--- src/verilog/spp_defines.vh ---
/*
 * Constants for the serial pin polarity select block: register indices,
 * field positions, reset values and bus widths.
 * Assumes it is included by bare name from files in the same folder.
 */
`ifndef SPP_DEFINES_VH
`define SPP_DEFINES_VH

// Bus widths
`define SPP_ADDR_W          18
`define SPP_DATA_W          32

// Register indices (byte address is four times the index)
`define SPP_IDX_CTRL        16'hff91
`define SPP_IDX_WAKE_INV    16'hff93
`define SPP_IDX_STATUS      16'hff94

// Control register field positions
`define SPP_RX1_INV_BIT     0
`define SPP_TX1_INV_BIT     1
`define SPP_RX2_INV_BIT     2
`define SPP_TX2_INV_BIT     3
`define SPP_TX1_SEL_BIT     4
`define SPP_TX2_SEL_BIT     5
`define SPP_CTRL_RW_W       6

// Reset and fixed values
`define SPP_CTRL_RESET      8'hc0
`define SPP_CTRL_RSVD       2'h3
`define SPP_WAKE_RESET      8'h00

// Synchroniser depth for pin inputs
`define SPP_SYNC_STAGES     2

`endif

--- src/verilog/spp_sync.v ---
/*
 * Two-flop level synchroniser, one lane per bit.
 * Assumes inputs are asynchronous levels and CE freezes its state.
 */
`timescale 1ns/1ns

module spp_sync #(
   parameter WIDTH = 1                  // Number of lanes
) (
   // Clock and control
   input  wire             clk,
   input  wire             srst,
   input  wire             ce,
   // Data
   input  wire [WIDTH-1:0] din,
   output wire [WIDTH-1:0] dout
);

   genvar i;

   // One independent pair of flops per lane
   generate
      for (i = 0; i < WIDTH; i = i + 1) begin : g_lane
         reg meta;                      // First stage, read only by second
         reg stable;                    // Second stage, safe to use

         // Chain of two flops; reset to zero for a defined start
         always @(posedge clk) begin
            if (srst) begin
               meta   <= 1'b0;
               stable <= 1'b0;
            end else if (ce) begin
               meta   <= din[i];
               stable <= meta;
            end
         end

         assign dout[i] = stable;
      end
   endgenerate

endmodule // spp_sync

--- src/verilog/spp_top.v ---
/*
 * Serial pin polarity and function select, with an APB register slave.
 * Holds the control register for receive/transmit inversion and for the
 * role of the two shared transmit pins, wake-up input inversion, and a
 * status register of synchronised pin levels.
 * Assumes one clock CLK, synchronous reset SRST, and serial units and a
 * port block on the same clock driving the transmit and port data.
 * CE low holds every flop; SRST still acts while CE is low.
 */
// Behaviour
// - Bit 0 inverts channel 1 receive
// - Bit 1 inverts channel 1 transmit
// - Bit 2 inverts channel 2 receive
// - Bit 3 inverts channel 2 transmit
// - Top two bits read one, ignore writes
// - Control register resets to c0
// - Register writes reach pins immediately
// - Wake-up inputs can be inverted
`timescale 1ns/1ns
`include "spp_defines.vh"

module spp_top (
   // Clock, reset, enable
   input  wire                    CLK,
   input  wire                    SRST,
   input  wire                    CE,
   // APB slave
   input  wire                    PSEL,
   input  wire                    PENABLE,
   input  wire                    PWRITE,
   input  wire [`SPP_ADDR_W-1:0]  PADDR,
   input  wire [`SPP_DATA_W-1:0]  PWDATA,
   input  wire [3:0]              PSTRB,
   output reg  [`SPP_DATA_W-1:0]  PRDATA,
   output wire                    PREADY,
   output wire                    PSLVERR,
   // Receive pins and serial unit receive inputs
   input  wire                    RX_CH1_PIN,
   input  wire                    RX_CH2_PIN,
   output wire                    RX_CH1_DATA,
   output wire                    RX_CH2_DATA,
   // Serial unit transmit data
   input  wire                    TX_CH1_DATA,
   input  wire                    TX_CH2_DATA,
   // General-purpose port side of the shared pins
   input  wire                    PORT3_BIT5_OUT,
   input  wire                    PORT3_BIT5_DIR,
   output wire                    PORT3_BIT5_IN,
   input  wire                    PORT4_BIT2_OUT,
   input  wire                    PORT4_BIT2_DIR,
   output wire                    PORT4_BIT2_IN,
   // Shared pin port 3 bit 5 / channel 1 transmit
   input  wire                    PORT3_BIT5_PIN_I,
   output wire                    PORT3_BIT5_PIN_O,
   output wire                    PORT3_BIT5_PIN_OE,
   // Shared pin port 4 bit 2 / channel 2 transmit
   input  wire                    PORT4_BIT2_PIN_I,
   output wire                    PORT4_BIT2_PIN_O,
   output wire                    PORT4_BIT2_PIN_OE,
   // Wake-up pins and their levels for internal logic
   input  wire [7:0]              WAKEUP_INPUT_PINS,
   output wire [7:0]              WAKEUP_LEVEL
);

   // Register state
   reg  [`SPP_CTRL_RW_W-1:0] ctrl;          // Writable control bits
   reg  [7:0]                wake_inv;      // Wake-up inversion mask

   // Reset image of the whole register; the reserved top bits are
   // never stored, so only the low writable slice is loaded
   localparam [7:0]          ctrl_reset_val = `SPP_CTRL_RESET;

   // Synchronised pin levels
   wire [11:0]               pin_sync;      // All asynchronous pins
   wire                      rx1_s;         // Channel 1 receive pin
   wire                      rx2_s;         // Channel 2 receive pin
   wire                      p35_s;         // Port 3 bit 5 pin
   wire                      p42_s;         // Port 4 bit 2 pin
   wire [7:0]                wake_s;        // Wake-up pins

   // Bus decode
   wire                      setup_ph;      // APB setup cycle
   wire                      access_ph;     // APB access cycle
   wire                      hit_ctrl;      // Control register addressed
   wire                      hit_wake;      // Wake-up register addressed
   wire                      hit_stat;      // Status register addressed
   wire                      mapped;        // Any register addressed
   wire [7:0]                ctrl_view;     // Control as software sees it
   reg  [`SPP_DATA_W-1:0]    next_prdata;   // Read data chosen in setup

   // Word address match against a register index. The full address
   // is compared, so a register has no aliases and any other
   // address ends with an error response
   function addr_hit;
      input [`SPP_ADDR_W-1:0] addr;
      input [15:0]            idx;
      begin
         addr_hit = (addr == {idx, 2'b00});
      end
   endfunction

   // Every pin from outside is brought into the clock domain first.
   // The two flops cost two cycles of receive latency; that is small
   // against a serial bit time and keeps metastability out of the XOR
   spp_sync #(
      .WIDTH (12)
   ) u_sync (
      .clk  (CLK),
      .srst (SRST),
      .ce   (CE),
      .din  ({WAKEUP_INPUT_PINS, PORT4_BIT2_PIN_I, PORT3_BIT5_PIN_I,
              RX_CH2_PIN, RX_CH1_PIN}),
      .dout (pin_sync)
   );

   assign rx1_s  = pin_sync[0];
   assign rx2_s  = pin_sync[1];
   assign p35_s  = pin_sync[2];
   assign p42_s  = pin_sync[3];
   assign wake_s = pin_sync[11:4];

   // Receive path: synchronised level, then a bare XOR so the bit
   // adds no further cycle on the way to the serial unit
   assign RX_CH1_DATA = rx1_s ^ ctrl[`SPP_RX1_INV_BIT];
   assign RX_CH2_DATA = rx2_s ^ ctrl[`SPP_RX2_INV_BIT];

   // Transmit path onto shared pins. In transmit role the pin is
   // always driven; the serial unit idles its line high itself.
   // Software must select the pin before it enables the transmitter,
   // else the first bits go out on the port bit instead.
   assign PORT3_BIT5_PIN_O  = ctrl[`SPP_TX1_SEL_BIT] ?
                              (TX_CH1_DATA ^ ctrl[`SPP_TX1_INV_BIT]) :
                              PORT3_BIT5_OUT;
   assign PORT3_BIT5_PIN_OE = ctrl[`SPP_TX1_SEL_BIT] | PORT3_BIT5_DIR;
   assign PORT4_BIT2_PIN_O  = ctrl[`SPP_TX2_SEL_BIT] ?
                              (TX_CH2_DATA ^ ctrl[`SPP_TX2_INV_BIT]) :
                              PORT4_BIT2_OUT;
   assign PORT4_BIT2_PIN_OE = ctrl[`SPP_TX2_SEL_BIT] | PORT4_BIT2_DIR;

   // Port side always sees the true pin level, whatever the role,
   // so the port block can read back what the pin really shows
   assign PORT3_BIT5_IN = p35_s;
   assign PORT4_BIT2_IN = p42_s;

   // Wake-up levels, inverted per bit under the mask. The mask resets
   // to zero so the wake-up logic first sees true pin levels
   assign WAKEUP_LEVEL = wake_s ^ wake_inv;

   // APB phases and address decode
   // Purely combinational from the bus inputs
   assign setup_ph  = PSEL & ~PENABLE;
   assign access_ph = PSEL & PENABLE;
   assign hit_ctrl  = addr_hit(PADDR, `SPP_IDX_CTRL);
   assign hit_wake  = addr_hit(PADDR, `SPP_IDX_WAKE_INV);
   assign hit_stat  = addr_hit(PADDR, `SPP_IDX_STATUS);
   assign mapped    = hit_ctrl | hit_wake | hit_stat;

   // Zero wait states; unmapped addresses end with an error
   // The block has no slow state, so a wait would buy nothing
   assign PREADY  = 1'b1;
   assign PSLVERR = access_ph & ~mapped;

   // Reserved top bits are constant ones, never stored
   assign ctrl_view = {`SPP_CTRL_RSVD, ctrl};

   // Read mux, sampled in the setup cycle so PRDATA comes from a flop
   always @* begin
      next_prdata = {`SPP_DATA_W{1'b0}};
      if (hit_ctrl) begin
         next_prdata = {24'h000000, ctrl_view};
      end else if (hit_wake) begin
         next_prdata = {24'h000000, wake_inv};
      end else if (hit_stat) begin
         // Raw synchronised pin levels, before any inversion:
         // bits 0 and 1 the receive pins, 2 and 3 the shared pins,
         // 15:8 the wake-up pins; lets software spot a line idling
         // at the wrong level before it chooses a polarity
         next_prdata = {16'h0000, wake_s, 4'h0, p42_s, p35_s, rx2_s, rx1_s};
      end else begin
         // Unmapped: reads as zero
         next_prdata = {`SPP_DATA_W{1'b0}};
      end
   end

   // Read data register. Loading in the setup cycle lets PRDATA come
   // from a flop and still stand for the whole access cycle
   always @(posedge CLK) begin
      if (SRST) begin
         PRDATA <= {`SPP_DATA_W{1'b0}};
      end else if (CE) begin
         if (setup_ph & ~PWRITE) begin
            PRDATA <= next_prdata;
         end
      end
   end

   // Register writes in the access cycle; byte lane 0 carries all bits.
   // The new value acts on the pins from the next edge on, with no
   // staging, so a frame in flight can see a false edge.
   always @(posedge CLK) begin
      if (SRST) begin
         ctrl     <= ctrl_reset_val[`SPP_CTRL_RW_W-1:0];
         wake_inv <= `SPP_WAKE_RESET;
      end else if (CE) begin
         // Only byte lane 0 holds register bits; a write with that
         // lane off leaves both registers untouched
         if (access_ph & PWRITE & PSTRB[0]) begin
            if (hit_ctrl) begin
               ctrl <= PWDATA[`SPP_CTRL_RW_W-1:0];
            end
            if (hit_wake) begin
               wake_inv <= PWDATA[7:0];
            end
         end
      end
   end

endmodule // spp_top
--- config.mk ---
export PLATFORM = sky130hd
export DESIGN_NAME = spp_top
export DESIGN_NICKNAME = d
export VERILOG_FILES = /design/src/verilog/spp_sync.v /design/src/verilog/spp_top.v
export VERILOG_INCLUDE_DIRS = /design/src /design/src/verilog
export SDC_FILE = /design/constraint.sdc
export NUM_CORES = 1
export LEC_CHECK = 0
export BUFFER_PORTS_ARGS = -buffer_cell sky130_fd_sc_hd__buf_4
export CORE_UTILIZATION = 40
export DETAILED_ROUTE_END_ITERATION = 6
export HOLD_SLACK_MARGIN = 0.15
export PLACE_DENSITY = 0.71
export SYNTH_ARGS = -nofsm -noshare
export SYNTH_HDL_FRONTEND = slang
export SYNTH_HIERARCHICAL = 1
export SYNTH_SLANG_ARGS = --single-unit
--- constraint.sdc ---
create_clock -name CLK -period 3.1 [get_ports CLK]
set_clock_uncertainty 0.2 [all_clocks]
set_input_delay 0.62 -clock CLK [delete_from_list [all_inputs] [get_ports CLK]]
set_output_delay 0.62 -clock CLK [all_outputs]
set_load 0.005 [all_outputs]
==> out/qor.txt <==
STA
------------------------------------------------------------------------------------------------------
Final setup TNS                                                                                   0 ps
Max Freq                                                                                       382 MHz
Total setup violations reported at the end of the flow                                               0
PnR worst setup slack                                                                           483 ps
Final max-slew violation count                                                                       0
Hold violation total from the final report                                                           0
Relative slew slack                                                                              60.9%
Setup repair after global routing missed its margin                                              false
Crit share post-route                                                                            84.4%
Worst-margin pin slew                                                                           583 ps
Min cycle time layout                                                                          2620 ps

GRT
------------------------------------------------------------------------------------------------------
Number of antenna violations at the first check in global routing                                    0
Via count of the first global-routing pass                                                        2081
GR Util All Layers                                                                               18.6%
Largest net degree at the start of global routing                                                   48
Global-route wire length before repair                                                        10600 µm
Total gr overflow                                                                                    0

LOGIC SYNTHESIS
------------------------------------------------------------------------------------------------------
Share of Yosys cell area claimed by the top area cell type                                       40.3%
Async set or reset register ratio after synthesis                                                   0%
Count of yosys warnings during synthesis                                                             6
Part of the Yosys area used for sequential elements                                              40.3%
Count of state elements after synthesis                                                             54
Cell types with the largest area share after synthesis                                    sky130_fd_sc_hd__dfxtp_1 40%, sky130_fd_sc_hd__mux2i_1 9.0%, sky130_fd_sc_hd__buf_4 8.7%, sky130_fd_sc_hd__nand4_1 6.5%, sky130_fd_sc_hd__a21oi_1 5.2%
Mapped Area                                                                                   2680 µm²
Dominant cell type by area after synthesis                                                sky130_fd_sc_hd__dfxtp_1
Post-Syn Area per Cell                                                                        9.13 µm²
Count of flip-flops with a built-in enable after synthesis                                           0
Instance count of the mapped netlist                                                               294
Leading register cell type out of synthesis                                               sky130_fd_sc_hd__dfxtp_1
Post-synthesis cell type count                                                                      37

DETAILED ROUTING
------------------------------------------------------------------------------------------------------
Vias                                                                                              2280
Ratio of routed vias to standard cells                                                            5.25
Drt first pass iters                                                                                 6
Drc violations                                                                                      12
Post-detailed-route wirelength per cell                                                        14.6 µm
Drt total wl                                                                                   6350 µm
Number of DRC markers after the initial detailed-route iteration                                   150
Antenna Violating Nets Remaining                                                                     0

CRITICAL PATH
------------------------------------------------------------------------------------------------------
Startpoint class of the critical path                                                        input pin
Start point of the critical path                                                              PADDR[1]
Worst Setup End Kind                                                                        output pin
WP data required                                                                               2280 ps
Critical Path AT                                                                               1800 ps
Startpoint of the worst-slack reg-to-reg timing path                                       wake_inv[2]
Highest fanout seen on the critical path                                                             2
Type of the worst setup path                                                              input pin to output pin

CLOCK TREE
------------------------------------------------------------------------------------------------------
Clock latency of the later-clocked register in the worst-skew pair                              310 ps
Sink Count                                                                                          54
Postcts setup bufs                                                                                   0
TritonCTS clock tree                                                                              done
Post-CTS Hold Fix Bufs                                                                               0
PostCTS Resize Cnt                                                                                   0
H-Tree Depth                                                                                         2
Number of buffers on the longest clock path                                                          2
CTS Buf Count                                                                                        5
Clock transition at the register clock pins on the worst setup and hold paths after CTS         100 ps
Library cell used as clock root buffer                                                    sky130_fd_sc_hd__clkbuf_8

FINISH
------------------------------------------------------------------------------------------------------
Post-Layout Cell Count                                                                             434
Layout cells sized above 1                                                                       31.9%
Inserted Diodes                                                                                      0
Net count reported at finish                                                                       434
Commonest cells after routing, fill and taps aside                                        89 x sky130_fd_sc_hd__buf_4, 54 x sky130_fd_sc_hd__dfxtp_1, 32 x sky130_fd_sc_hd__nor2_1, 28 x sky130_fd_sc_hd__nand4_1, 28 x sky130_fd_sc_hd__a21oi_1
Area delta synth->final                                                                          22.1%
Fill cells                                                                                         633
Most common cell after layout, fill and taps aside                                        sky130_fd_sc_hd__buf_4

FLOORPLAN
------------------------------------------------------------------------------------------------------
Area of the die                                                                               7040 µm²
I/O Pins                                                                                           128
Die Width                                                                                      83.9 µm
Std-Cell Rows                                                                                       29
Die span in y                                                                                  83.9 µm
Initial cell density of the core                                                                 41.8%
Core region area                                                                              6420 µm²

JOB
------------------------------------------------------------------------------------------------------
Max-cap violations                                                                                   0

POWER AND IR DROP
------------------------------------------------------------------------------------------------------
Combinational share of power                                                                     11.3%
Static Leakage                                                                                 1.47 nW
Switching share of power                                                                         22.7%
Peak ir drop on the vdd network                                                               0.281 mV
Switching power                                                                                 304 µW
Ratio of total power to cell area                                                           408 nW/µm²
Proportion of power drawn by flip-flops and latches                                              53.9%
Part of the total power dissipated in the clock network                                          34.8%
P_int                                                                                          1.03 mW

PLACEMENT
------------------------------------------------------------------------------------------------------
Placer Congestion                                                                                0.784
Setup slack at placement                                                                        475 ps
Buffers on Ports                                                                                    83
Post-DP HPWL                                                                                   4560 µm
Placed Cells                                                                                       426

HOLD PATH
------------------------------------------------------------------------------------------------------
Hold crit path type                                                                       flop to flop
Hold path start                                                                              PRDATA[6]

OUTCOME
------------------------------------------------------------------------------------------------------
Result of the run                                                                         finished, violations left
Violations in the final reports                                                           design-rule violations

final timing paths:
check              end  slack [ps]  cells after the start
min          PRDATA[6]         260                      2
min reg2reg  PRDATA[6]         260                      2
max            PSLVERR         480                      6
max reg2reg  PRDATA[2]        1930                      3
worst max-delay path, stage by stage:
cell and delay [ps]:
sky130_fd_sc_hd__buf_4 110, sky130_fd_sc_hd__or4b_4 540, sky130_fd_sc_hd__nor3_4 210, sky130_fd_sc_hd__o21a_1 150, sky130_fd_sc_hd__nor2_1 40, sky130_fd_sc_hd__buf_4 130
metal layers:
layer  global-route usage, %  share of wire (%)  vias to the layer above
met4                    4.55               0.80                        0
met5                       0                  0                        -
met3                    5.24                6.9                        5
li1                        -                  -                     1117
met1                    26.3                 47                     1065
met2                    27.8                 46                       93
layout make-up:
| class | instances | area (µm²) | area share, % |
|---|---|---|---|
| Clock inverter | 1 | 30.0 | 0.916 |
| Timing Repair Buffer | 89 | 668 | 20.4 |
| Sequential cell | 54 | 1080 | 33.0 |
| Clock buffer | 7 | 76.3 | 2.33 |
| Multi-Input combinational cell | 205 | 1320 | 40.3 |
| Inverter | 1 | 3.75 | 0.115 |
| Tap cell | 77 | 96.3 | 2.94 |
sequential cells by signal, summed over array words and instances (netlist names):
name	count
PRDATA	16
u_sync/g_lane.stable	12
ctrl	6
u_sync/g_lane.meta	12
wake_inv	8
stage by stage:
stage | utilization [%] | power (mW) | hold slack (ps) | instance area (µm²)
5_1_grt | 51.0 | 1.40 | 288 | 3280
2_1_floorplan | - | 0.832 | 248 | 2740
3_3_place_gp | 49.4 | 0.886 | 242 | 3170
6_report | 51.0 | 1.34 | 260 | 3280
4_1_cts | 51.0 | 1.35 | 261 | 3280
3_5_place_dp | 49.4 | 0.889 | 250 | 3170
power groups by stage:
stage	clock network, mW	registers (mW)	logic (mW)
2_1_floorplan	0	0.732	0.0998
4_1_cts	0.473	0.722	0.152
5_1_grt	0.507	0.724	0.166
3_5_place_dp	0	0.738	0.151
3_3_place_gp	0	0.737	0.149
6_report	0.465	0.721	0.152
synthesized netlist by cell type, types with 2 or more instances:
| library cell | count |
|---|---|
| sky130_fd_sc_hd__nand2_1 | 13 |
| sky130_fd_sc_hd__xor2_1 | 10 |
| sky130_fd_sc_hd__a21oi_1 | 28 |
| sky130_fd_sc_hd__mux2i_1 | 24 |
| sky130_fd_sc_hd__and3_1 | 3 |
| sky130_fd_sc_hd__xnor2_1 | 2 |
| sky130_fd_sc_hd__nor2_1 | 32 |
| sky130_fd_sc_hd__buf_4 | 31 |
| sky130_fd_sc_hd__buf_6 | 2 |
| sky130_fd_sc_hd__nand4_1 | 28 |
| sky130_fd_sc_hd__nand3_1 | 5 |
| sky130_fd_sc_hd__nand3_2 | 3 |
| sky130_fd_sc_hd__mux2_2 | 6 |
| sky130_fd_sc_hd__conb_1 | 2 |
| sky130_fd_sc_hd__dfxtp_1 | 54 |
| sky130_fd_sc_hd__o2111ai_1 | 2 |
| sky130_fd_sc_hd__a311oi_2 | 3 |
| sky130_fd_sc_hd__or2_2 | 2 |
| sky130_fd_sc_hd__buf_12 | 2 |
| sky130_fd_sc_hd__clkbuf_1 | 12 |
| sky130_fd_sc_hd__o21ai_0 | 14 |
logic make-up after synthesis:
family	synth area share (%)
flops	40.3
simple gates	19.8
xor+xnor	3.92
mux	11.5
buf+inv	13.1
other cells	0.280
compound gates	11.1
(Power assumes the default switching activity.)
